## src/logic/flash_host_pkg.sv

```systemverilog
// Package with flash command constants, timing and carrier types for the host controller
package flash_host_pkg;
  // ==========================================================================
  // Widths
  localparam int ADDR_W = 16;
  localparam int DATA_W = 8;

  // ==========================================================================
  // Command addresses and data
  localparam logic [15:0] UNLOCK_ADDR_1 = 16'h0555;
  localparam logic [15:0] UNLOCK_ADDR_2 = 16'h02AA;
  localparam logic [7:0]  UNLOCK_DATA_1 = 8'hAA;
  localparam logic [7:0]  UNLOCK_DATA_2 = 8'h55;
  localparam logic [7:0]  CMD_RESET     = 8'hF0;
  localparam logic [7:0]  CMD_AUTOSEL   = 8'h90;
  localparam logic [7:0]  CMD_PROGRAM   = 8'hA0;
  localparam logic [7:0]  CMD_BYPASS    = 8'h20;
  localparam logic [7:0]  CMD_ERASE_PRE = 8'h80;
  localparam logic [7:0]  CMD_ERASE     = 8'h10;
  localparam logic [7:0]  CMD_BYP_EXIT1 = 8'h90;
  localparam logic [7:0]  CMD_BYP_EXIT2 = 8'h00;
  localparam logic [15:0] ID_MFR_ADDR   = 16'h0000;
  localparam logic [15:0] ID_DEV_ADDR   = 16'h0001;

  // ==========================================================================
  // Status bit positions
  localparam int POLLING_BIT     = 7;
  localparam int ALTERNATING_BIT = 6;
  localparam int FAILURE_BIT     = 5;

  // ==========================================================================
  // Bus timing, in ns and derived cycles at 100 MHz
  localparam int CLK_NS       = 10;
  localparam int SETUP_NS     = 20;
  localparam int STROBE_NS    = 50;
  localparam int HOLD_NS      = 20;
  localparam int READ_NS      = 80;
  localparam int ABORT_NS     = 10000;
  localparam logic [3:0] SETUP_CYC  = 4'((SETUP_NS + CLK_NS - 1) / CLK_NS);
  localparam logic [3:0] STROBE_CYC = 4'((STROBE_NS + CLK_NS - 1) / CLK_NS);
  localparam logic [3:0] HOLD_CYC   = 4'((HOLD_NS + CLK_NS - 1) / CLK_NS);
  localparam logic [3:0] READ_CYC   = 4'((READ_NS + CLK_NS - 1) / CLK_NS);
  localparam logic [10:0] ABORT_CYC = 11'((ABORT_NS + CLK_NS - 1) / CLK_NS);
  localparam logic [3:0] ONE_4      = 4'h1;
  localparam logic [10:0] ONE_11    = 11'h001;

  // ==========================================================================
  // Operation codes of the user command port
  typedef enum logic [3:0] {
    OP_READ    = 4'h0,
    OP_RESET   = 4'h1,
    OP_RESET3  = 4'h2,
    OP_AUTOSEL = 4'h3,
    OP_PROGRAM = 4'h4,
    OP_BYPASS  = 4'h5,
    OP_BYP_PRG = 4'h6,
    OP_BYP_EXIT= 4'h7,
    OP_ERASE   = 4'h8,
    OP_POLL    = 4'h9
  } op_t;

  // One bus write step
  typedef struct packed {
    logic [15:0] addr;
    logic [7:0]  data;
  } bus_word_t;

  // User request
  typedef struct packed {
    op_t         op;
    logic [15:0] addr;
    logic [7:0]  data;
  } req_t;

  // Pins to the flash
  typedef struct packed {
    logic        chip_sel_n;
    logic        out_gate_n;
    logic        write_n;
    logic [15:0] address_lines;
  } pins_t;
endpackage : flash_host_pkg

```

## src/logic/flash_host_ctrl.sv

```systemverilog
// Host controller that drives flash command sequences and reads over the flash pins
// Notes on behaviour
// RL1 - Stray write sequence returns flash to read
// RL2 - Reset is F0, or unlock pair then F0
// RL3 - Reset during erase needs about 10 us
// RL4 - Auto select: unlock pair then 90 at 555
// RL5 - Id read A1A0=00 gives manufacturer code
// RL6 - Id read A1A0=01 gives device code
// RL7 - Only low eleven address bits are compared
// RL8 - Program: unlock, A0 at 555, data at target
// RL9 - Flash ignores commands while program runs
// RL10 - Reads during program return status byte
// RL11 - Failure holds status until reset issued
// RL12 - Programming zero back to one fails
// RL13 - Bypass: unlock pair then 20 at 555
// RL14 - Bypass program: A0 then data at target
// RL15 - Reset after bypass failure stays bypass
// RL16 - Bypass exit: 90 then 00 anywhere
// RL17 - Erase: six writes ending 10 at 555
// RL18 - Reads during erase return status
// RL19 - Completed erase leaves all bits one
// RL20 - Address latched at fall, data at rise
// RL21 - Polling bit inverts programmed bit value
// RL22 - Alternating bit flips every status read
// RL23 - Failure bit set when operation fails
// RL24 - Busy duration is a flash model parameter
`timescale 1ns/1ps
module flash_host_ctrl
  import flash_host_pkg::*;
#(
  parameter logic [10:0] ABORT_WAIT = ABORT_CYC   // Wait after erase abort
)(
  input  wire logic        clk_sys,
  input  wire logic        sys_rst,
  input  wire logic        req_valid,       // User request strobe
  output logic             req_ready,       // Idle and able to take one
  input  wire req_t        req,             // Operation, address, data
  output logic             done,            // One-cycle completion pulse
  output logic [7:0]       rd_data_reg,     // Last read byte
  output logic             op_fail_reg,     // Failure bit seen while polling
  output pins_t            pins_reg,        // Flash control and address pins
  output logic [7:0]       data_out_reg,    // Data lines driven value
  output logic             data_oe_reg,     // Data lines output enable
  input  wire logic [7:0]  data_in          // Data lines sampled value
);
  // ==========================================================================
  // State machine
  typedef enum logic [6:0] {
    S_IDLE   = 7'b000_0001,
    S_SETUP  = 7'b000_0010,
    S_STROBE = 7'b000_0100,
    S_HOLD   = 7'b000_1000,
    S_READ   = 7'b001_0000,
    S_ABORT  = 7'b010_0000,
    S_DONE   = 7'b100_0000
  } state_t;

  state_t      state_reg;      // Current state
  state_t      state_next;     // Next state
  req_t        cur_reg;        // Latched request
  logic [2:0]  step_reg;       // Write step index
  logic [3:0]  cnt_reg;        // Phase timer
  logic [10:0] abort_reg;      // Abort wait timer
  logic        erasing_reg;    // Erase was started and not finished
  bus_word_t   word;           // Current write step from table
  logic        last_step;      // Final write of the sequence
  logic        phase_end;      // Phase timer expired
  req_t        rom_req;        // Request the table looks up next
  logic [2:0]  rom_step;       // Step the table looks up next

  // Number of writes of each operation
  function automatic logic [2:0] seq_len(input op_t o);
    case (o)
      OP_RESET:    seq_len = 3'h1;
      OP_RESET3:   seq_len = 3'h3;
      OP_AUTOSEL:  seq_len = 3'h3;
      OP_PROGRAM:  seq_len = 3'h4;        // [RL8]
      OP_BYPASS:   seq_len = 3'h3;        // [RL13]
      OP_BYP_PRG:  seq_len = 3'h2;        // [RL14]
      OP_BYP_EXIT: seq_len = 3'h2;        // [RL16]
      OP_ERASE:    seq_len = 3'h6;        // [RL17]
      default:     seq_len = 3'h0;
    endcase
  endfunction : seq_len

  // Table of write steps; commands RL2 RL4 RL8 RL13 RL14 RL16 RL17
  flash_seq_rom u_rom (
    .clk_sys   (clk_sys),
    .sys_rst   (sys_rst),
    .op        (rom_req.op),
    .step      (rom_step),
    .user_addr (rom_req.addr),
    .user_data (rom_req.data),
    .word_reg  (word)
  );

  assign last_step = (step_reg == seq_len(cur_reg.op) - 3'h1);
  assign phase_end = (cnt_reg == ONE_4);
  assign req_ready = (state_reg == S_IDLE);
  assign done      = (state_reg == S_DONE);
  // Table runs one step ahead, so its registered word is ready in setup
  assign rom_req   = req_ready ? req : cur_reg;
  assign rom_step  = (state_reg == S_HOLD && phase_end && !last_step) ? step_reg + 3'h1 :
                     req_ready ? 3'h0 : step_reg;

  // ==========================================================================
  // Next state
  always_comb begin
    state_next = state_reg;
    case (state_reg)
      S_IDLE: begin
        if (req_valid) begin
          if (req.op == OP_READ || req.op == OP_POLL) begin
            state_next = S_READ;
          end else begin
            state_next = S_SETUP;
          end
        end
      end
      S_SETUP:  if (phase_end) state_next = S_STROBE;
      S_STROBE: if (phase_end) state_next = S_HOLD;
      S_HOLD: begin
        if (phase_end) begin
          if (!last_step) begin
            state_next = S_SETUP;
          end else if ((cur_reg.op == OP_RESET || cur_reg.op == OP_RESET3)
                       && erasing_reg) begin
            state_next = S_ABORT;           // [RL3]
          end else begin
            state_next = S_DONE;
          end
        end
      end
      S_READ:   if (phase_end) state_next = S_DONE;
      S_ABORT:  if (abort_reg == ONE_11) state_next = S_DONE;
      S_DONE:   state_next = S_IDLE;
      default:  state_next = S_IDLE;
    endcase
  end

  // State register
  always_ff @(posedge clk_sys or posedge sys_rst) begin
    if (sys_rst) state_reg <= S_IDLE;
    else         state_reg <= state_next;
  end

  // Request latch and step counter
  always_ff @(posedge clk_sys or posedge sys_rst) begin
    if (sys_rst) begin
      cur_reg  <= '0;
      step_reg <= 3'h0;
    end else if (state_reg == S_IDLE && req_valid) begin
      cur_reg  <= req;
      step_reg <= 3'h0;
    end else if (state_reg == S_HOLD && phase_end && !last_step) begin
      step_reg <= step_reg + 3'h1;
    end
  end

  // Phase timer, reloaded on each phase entry
  always_ff @(posedge clk_sys or posedge sys_rst) begin
    if (sys_rst) begin
      cnt_reg <= ONE_4;
    end else if (state_next != state_reg || (state_reg == S_HOLD && phase_end)) begin
      case (state_next)
        S_SETUP:  cnt_reg <= SETUP_CYC;
        S_STROBE: cnt_reg <= STROBE_CYC;
        S_HOLD:   cnt_reg <= HOLD_CYC;
        S_READ:   cnt_reg <= READ_CYC;
        default:  cnt_reg <= ONE_4;
      endcase
    end else if (!phase_end) begin
      cnt_reg <= cnt_reg - ONE_4;
    end
  end

  // Abort wait timer
  always_ff @(posedge clk_sys or posedge sys_rst) begin
    if (sys_rst) begin
      abort_reg <= ONE_11;
    end else if (state_next == S_ABORT && state_reg != S_ABORT) begin
      abort_reg <= ABORT_WAIT;            // [RL3]
    end else if (state_reg == S_ABORT && abort_reg != ONE_11) begin
      abort_reg <= abort_reg - ONE_11;
    end
  end

  // Erase tracking: set on erase launch, cleared by a good poll or reset
  always_ff @(posedge clk_sys or posedge sys_rst) begin
    if (sys_rst) begin
      erasing_reg <= 1'b0;
    end else if (state_reg == S_DONE && cur_reg.op == OP_ERASE) begin
      erasing_reg <= 1'b1;
    end else if (state_reg == S_DONE && (cur_reg.op == OP_RESET || cur_reg.op == OP_RESET3)) begin
      erasing_reg <= 1'b0;
    end else if (state_reg == S_DONE && cur_reg.op == OP_POLL && !op_fail_reg
                 && rd_data_reg[POLLING_BIT]) begin
      erasing_reg <= 1'b0;                // [RL19]
    end
  end

  // ==========================================================================
  // Pins: address set in setup, strobes low in strobe phase
  always_ff @(posedge clk_sys or posedge sys_rst) begin
    if (sys_rst) begin
      pins_reg     <= '{chip_sel_n: 1'b1, out_gate_n: 1'b1, write_n: 1'b1,
                        address_lines: 16'h0000};
      data_out_reg <= 8'h00;
      data_oe_reg  <= 1'b0;
    end else begin
      case (state_next)
        S_SETUP: begin
          pins_reg.address_lines <= word.addr;     // [RL7]
          data_out_reg           <= word.data;
          data_oe_reg            <= 1'b1;
          pins_reg.chip_sel_n    <= 1'b1;
          pins_reg.write_n       <= 1'b1;
          pins_reg.out_gate_n    <= 1'b1;
        end
        S_STROBE: begin
          pins_reg.chip_sel_n <= 1'b0;     // [RL20]
          pins_reg.write_n    <= 1'b0;
        end
        S_HOLD: begin
          pins_reg.chip_sel_n <= 1'b1;     // [RL20]
          pins_reg.write_n    <= 1'b1;
        end
        S_READ: begin
          if (state_reg == S_IDLE) begin
            pins_reg.address_lines <= req.addr;
          end
          data_oe_reg         <= 1'b0;
          pins_reg.chip_sel_n <= 1'b0;
          pins_reg.out_gate_n <= 1'b0;
        end
        default: begin
          data_oe_reg         <= 1'b0;
          pins_reg.chip_sel_n <= 1'b1;
          pins_reg.out_gate_n <= 1'b1;
          pins_reg.write_n    <= 1'b1;
        end
      endcase
    end
  end

  // Read capture and failure flag; failure kept until a reset command
  always_ff @(posedge clk_sys or posedge sys_rst) begin
    if (sys_rst) begin
      rd_data_reg <= 8'h00;
      op_fail_reg <= 1'b0;
    end else if (state_reg == S_READ && phase_end) begin
      rd_data_reg <= data_in;                                  // [RL10] [RL18]
      if (cur_reg.op == OP_POLL && data_in[FAILURE_BIT]) begin
        op_fail_reg <= 1'b1;                                   // [RL23] [RL11]
      end
    end else if (state_reg == S_DONE
                 && (cur_reg.op == OP_RESET || cur_reg.op == OP_RESET3)) begin
      op_fail_reg <= 1'b0;                                     // [RL11] [RL15]
    end
  end

  // ==========================================================================
  // Assertions
  property p_write_low_time;  // [RL20]
    @(posedge clk_sys) disable iff (sys_rst)
      $fell(pins_reg.write_n) |-> !pins_reg.write_n [*5];
  endproperty
  a_write_low_time: assert property (p_write_low_time) else $error("write strobe too short");

  property p_no_read_during_write;  // [RL20]
    @(posedge clk_sys) disable iff (sys_rst)
      !pins_reg.write_n |-> pins_reg.out_gate_n && data_oe_reg;
  endproperty
  a_no_read_during_write: assert property (p_no_read_during_write)
    else $error("output gate low during write");

  property p_reset_single;  // [RL2]
    @(posedge clk_sys) disable iff (sys_rst)
      $fell(pins_reg.write_n) && cur_reg.op == OP_RESET |-> data_out_reg == CMD_RESET;
  endproperty
  a_reset_single: assert property (p_reset_single) else $error("reset data not F0");

  property p_unlock_first;  // [RL4]
    @(posedge clk_sys) disable iff (sys_rst)
      $fell(pins_reg.write_n) && step_reg == 3'h0 && cur_reg.op == OP_AUTOSEL
      |-> data_out_reg == UNLOCK_DATA_1 && pins_reg.address_lines == UNLOCK_ADDR_1;
  endproperty
  a_unlock_first: assert property (p_unlock_first) else $error("first unlock wrong");

  property p_program_third;  // [RL8]
    @(posedge clk_sys) disable iff (sys_rst)
      $fell(pins_reg.write_n) && step_reg == 3'h2 && cur_reg.op == OP_PROGRAM
      |-> data_out_reg == CMD_PROGRAM;
  endproperty
  a_program_third: assert property (p_program_third) else $error("program code wrong");

  property p_erase_last;  // [RL17]
    @(posedge clk_sys) disable iff (sys_rst)
      $fell(pins_reg.write_n) && step_reg == 3'h5
      |-> data_out_reg == CMD_ERASE && pins_reg.address_lines == UNLOCK_ADDR_1;
  endproperty
  a_erase_last: assert property (p_erase_last) else $error("erase final write wrong");

  property p_abort_wait;  // [RL3]
    @(posedge clk_sys) disable iff (sys_rst)
      $rose(state_reg == S_ABORT) |-> !done [*8];
  endproperty
  a_abort_wait: assert property (p_abort_wait) else $error("abort wait too short");

  property p_fail_sticky;  // [RL11]
    @(posedge clk_sys) disable iff (sys_rst)
      op_fail_reg && !(state_reg == S_DONE
                       && (cur_reg.op == OP_RESET || cur_reg.op == OP_RESET3))
      |=> op_fail_reg;
  endproperty
  a_fail_sticky: assert property (p_fail_sticky) else $error("failure flag lost");
endmodule : flash_host_ctrl

```

## src/logic/flash_seq_rom.sv

```systemverilog
// Sequence table: bus write steps of each command, read from a register
`timescale 1ns/1ps
module flash_seq_rom
  import flash_host_pkg::*;
(
  input  wire logic      clk_sys,
  input  wire logic      sys_rst,
  input  wire op_t       op,
  input  wire logic [2:0] step,
  input  wire logic [15:0] user_addr,
  input  wire logic [7:0]  user_data,
  output bus_word_t      word_reg
);
  // ==========================================================================
  // Table lookup
  function automatic bus_word_t lookup(input op_t o, input logic [2:0] s,
                                       input logic [15:0] a, input logic [7:0] d);
    bus_word_t u1;
    bus_word_t u2;
    bus_word_t w;
    u1 = '{addr: UNLOCK_ADDR_1, data: UNLOCK_DATA_1};
    u2 = '{addr: UNLOCK_ADDR_2, data: UNLOCK_DATA_2};
    w  = '{addr: a, data: d};
    case (s)
      3'h0: lookup = (o == OP_RESET) ? bus_word_t'{addr: a, data: CMD_RESET} :
                     (o == OP_BYP_PRG) ? bus_word_t'{addr: a, data: CMD_PROGRAM} :
                     (o == OP_BYP_EXIT) ? bus_word_t'{addr: a, data: CMD_BYP_EXIT1} : u1;
      3'h1: lookup = (o == OP_BYP_PRG) ? w :
                     (o == OP_BYP_EXIT) ? bus_word_t'{addr: a, data: CMD_BYP_EXIT2} : u2;
      3'h2: begin
        case (o)
          OP_RESET3:  lookup = '{addr: a, data: CMD_RESET};
          OP_AUTOSEL: lookup = '{addr: UNLOCK_ADDR_1, data: CMD_AUTOSEL};
          OP_PROGRAM: lookup = '{addr: UNLOCK_ADDR_1, data: CMD_PROGRAM};
          OP_BYPASS:  lookup = '{addr: UNLOCK_ADDR_1, data: CMD_BYPASS};
          default:    lookup = '{addr: UNLOCK_ADDR_1, data: CMD_ERASE_PRE};
        endcase
      end
      3'h3: lookup = (o == OP_PROGRAM) ? w : u1;
      3'h4: lookup = u2;
      default: lookup = '{addr: UNLOCK_ADDR_1, data: CMD_ERASE};
    endcase
  endfunction : lookup

  // Registered read data
  always_ff @(posedge clk_sys or posedge sys_rst) begin
    if (sys_rst) begin
      word_reg <= '0;
    end else begin
      word_reg <= lookup(op, step, user_addr, user_data);
    end
  end
endmodule : flash_seq_rom

```

## config.mk

```make
export PLATFORM = sky130hd
export DESIGN_NAME = flash_host_ctrl
export DESIGN_NICKNAME = d
export VERILOG_FILES = /design/src/logic/flash_host_pkg.sv /design/src/logic/flash_host_ctrl.sv /design/src/logic/flash_seq_rom.sv
export SDC_FILE = /design/constraint.sdc
export NUM_CORES = 1
export LEC_CHECK = 0
export ABC_AREA = 1
export BUFFER_PORTS_ARGS = -buffer_cell sky130_fd_sc_hd__buf_2
export CAP_MARGIN = 20
export CORE_ASPECT_RATIO = 1.2
export CORE_MARGIN = 1.5
export CORE_UTILIZATION = 50
export DETAILED_ROUTE_END_ITERATION = 7
export GPL_TIMING_DRIVEN = 0
export HOLD_SLACK_MARGIN = 0.03
export PLACE_DENSITY = 0.66
export SYNTH_ARGS = -nofsm -noshare
export SYNTH_HDL_FRONTEND = slang
export SYNTH_HIERARCHICAL = 1
export SYNTH_SLANG_ARGS = --single-unit
```

## constraint.sdc

```tcl
create_clock -name clk_sys -period 5.6 [get_ports clk_sys]
set_input_delay 0.56 -clock clk_sys [delete_from_list [all_inputs] [get_ports clk_sys]]
set_output_delay 0.56 -clock clk_sys [all_outputs]
set_load 0.05 [all_outputs]
```

==> results.cfg <==
[floorplan]
pin_count = 78
die_h_microns = 125
dieArea_sq_mm = 0.0130
core.rowCount = 44
die_w_microns = 104
core_area_sq_mm = 0.0121
initial_core_util_pct = 51.2

[route]
vias = 5572
drt_wl_total_mm = 15.6
wl_per_cell_microns = 14.4
drt_iter0_markers = 363
antenna_left = 0
dr.pass1.iters = 6
via_per_inst = 5.14
drc_errors = 0

[critical_path]
path_cells = nor2_1 > inv_1 > nor2_1 > a21oi_1 > o21ai_0 > inv_1 > ha_1 > inv_1 > nand2_1 > nand2_1 > nand3_1 > nand2_1 > nand3_4 > nand2_4 > nand2_1 > o21ai_0 > inv_1 > nand2_2 > a21oi_1 > nor2_1 > nor2_1
arrival_ns = 3.90
crit_required_ns = 5.88
worst_path_max_delay_cell = o21ai_0
startpoint_type = flop
critPathTopFamily = simple AND/OR/NAND/NOR gates
worstSetupPathType = reg -> reg
end_kind = flop
worst_path_largest_cell_delay_ns = 0.69
rrSetupSlack_ns = 1.97
r2r_end = u_rom/word_reg[19]
critPathBufInv = 4
path_max_fanout = 8
crit-reg2reg-launch = cur_reg[25]
ff2ff_path_depth = 21

[finish]
largest_reg_flops = 28
fin_area_sq_mm = 0.00741
seqCellArea_sq_mm = 0.00289
diodes = 0
multi_input_area_sq_mm = 0.00278
fin_cells = 1085
final_net_count = 956
fin_util_pct = 61.5
fill_cells = 1115
area_growth_pct = 20.1
drive_gt1_share_pct = 18.1

[outcome]
status = complete, no violations

[sta]
setup_violations = 0
fin_tns_setup_ns = 0
fin_crit_ns = 3.63
slew_violations = 0
grt_setup_unrepaired = false
worst_pin_slew_ns = 0.875
finClkSkew_ns = 0.00713
hold_viol_final = 0
layout_setup_ws_ns = 1.97
slew_headroom_pct = 41.0
fmax_ghz = 0.276
fin_crit_sh_pct = 64.7
whs_ns = 0.188

[yosys]
synth-main-ff-cell = dfrtp_1
ys_ff_latch = 115
synth_area_sq_mm = 0.00617
synth_top_area_share_pct = 44.2
async_reset_ff_share_pct = 100
yosys.area.top_type = dfrtp_1
syn_avg_cell_area_sq_um = 7.59
yosysMostFrequentCell = nand2_1
ys_seq_area_share_pct = 46.7
synth-edff-count = 0
syn_nets = 858
yosys-top-cells-area = dfrtp_1 (44%), nand2_1 (16%), o21ai_0 (5.8%)
syn_inst = 813
synth_warnings = 6
synth_cell_types = 43
synthTopCellsByCount = nand2_1 (266), dfrtp_1 (109), inv_1 (89)

[place]
place_area_sq_mm = 0.00679
numPortBuffers = 77
place_hpwl_mm = 11.7
post-place-ws_ns = 2.00
placed_cells = 1052
gp_congestion = 0.908

[clock_tree]
cts.sinks = 115
path_clk_slew_ns = 0.06
cts_setup_buffers = 0
insertion_delay_ns = 0.41
htreeDepth = 4
cts_buffers = 17
tritoncts = built
cts_hold_buffers = 0
clockRootBuffer = clkbuf_16
ctsLongestPathBuffers = 2
post_cts_resize_count = 0

[pwr]
fin_total_pwr_mw = 4.56
ir_worst_vdd_mv = 0.387
leakagePower_nw = 3.96
power_density_mw_per_mm2 = 616

[global_route]
grt_use_total_pct = 25.9
grt_pass1_vias = 5577
antenna_found_initial = 0
grt_max_degree = 50
grt_pass1_wl_mm = 26.7
gr-total-overflow = 0

[min_path]
min_path_type = in -> async

[run]
drv_cap = 0
==> layout make-up <==
class	instances	share of cell area (%)
buffer	21	1.89
inverter	97	5.05
multi-input combinational	580	37.4
timing repair buffer	79	5.94
tap	161	2.72
sequential	115	38.9
clock inverter	12	1.76
clock buffer	20	6.30
==> cells in the final DEF, fill, tap and decap left out, types with 4 or more instances in the layout <==
cell and instances:
inv_1 88, xor2_1 8, nand2_2 5, clkbuf_1 11, clkbuf_16 17, ha_1 6
clkinvlp_4 5, nor2_2 5, dfstp_2 6, nand2_1 266, inv_2 6, dfrtp_1 109
nor2_4 4, o21ai_1 21, nor2_1 73, buf_6 5, nand4_1 9, a21oi_1 10
o21ai_0 72, nor3_1 14, buf_2 80, nand3_1 56, nand2_4 5
==> kinds of logic (layout without fill, tap and decap cells) <==
kind of cell | after synthesis | in the layout | share of synthesized area (%)
XOR/XNOR | 11 | 11 | 1.56
flip-flops | 115 | 115 | 46.7
adder cells (fa/ha/maj) | 6 | 6 | 1.22
AND/OR/NAND/NOR | 452 | 452 | 32.8
buffers and inverters | 118 | 229 | 8.29
AO/OA/AOI/OAI | 111 | 111 | 9.41
==> routing by layer <==
layer	up-vias	share of wire, %	wire (microns)	GRT usage [%]
li1	2786	-	-	-
met1	2605	42	6610	31.1
met2	152	51	7960	45.6
met3	29	4.5	705	4.55
met4	0	2.3	366	10.9
met5	-	0	0	0
==> worst max path at each step <==
stage,depth (start not counted),from,to
2_1_floorplan,19,cur_reg[25],u_rom/word_reg[10]
3_3_place_gp,2,sys_rst,rd_data_reg[5]
3_5_place_dp,21,cur_reg[25],u_rom/word_reg[19]
4_1_cts,21,cur_reg[25],u_rom/word_reg[19]
5_1_grt,21,cur_reg[25],u_rom/word_reg[19]
6_report,21,cur_reg[25],u_rom/word_reg[19]
==> report_power, final <==
part	internal [mW]	total, mW	switching, mW
combinational	0.602	2.20	1.60
sequential	1.13	1.28	0.150
clock	0.688	1.08	0.389
total	2.42	4.56	2.14
(Power assumes the default switching activity.)
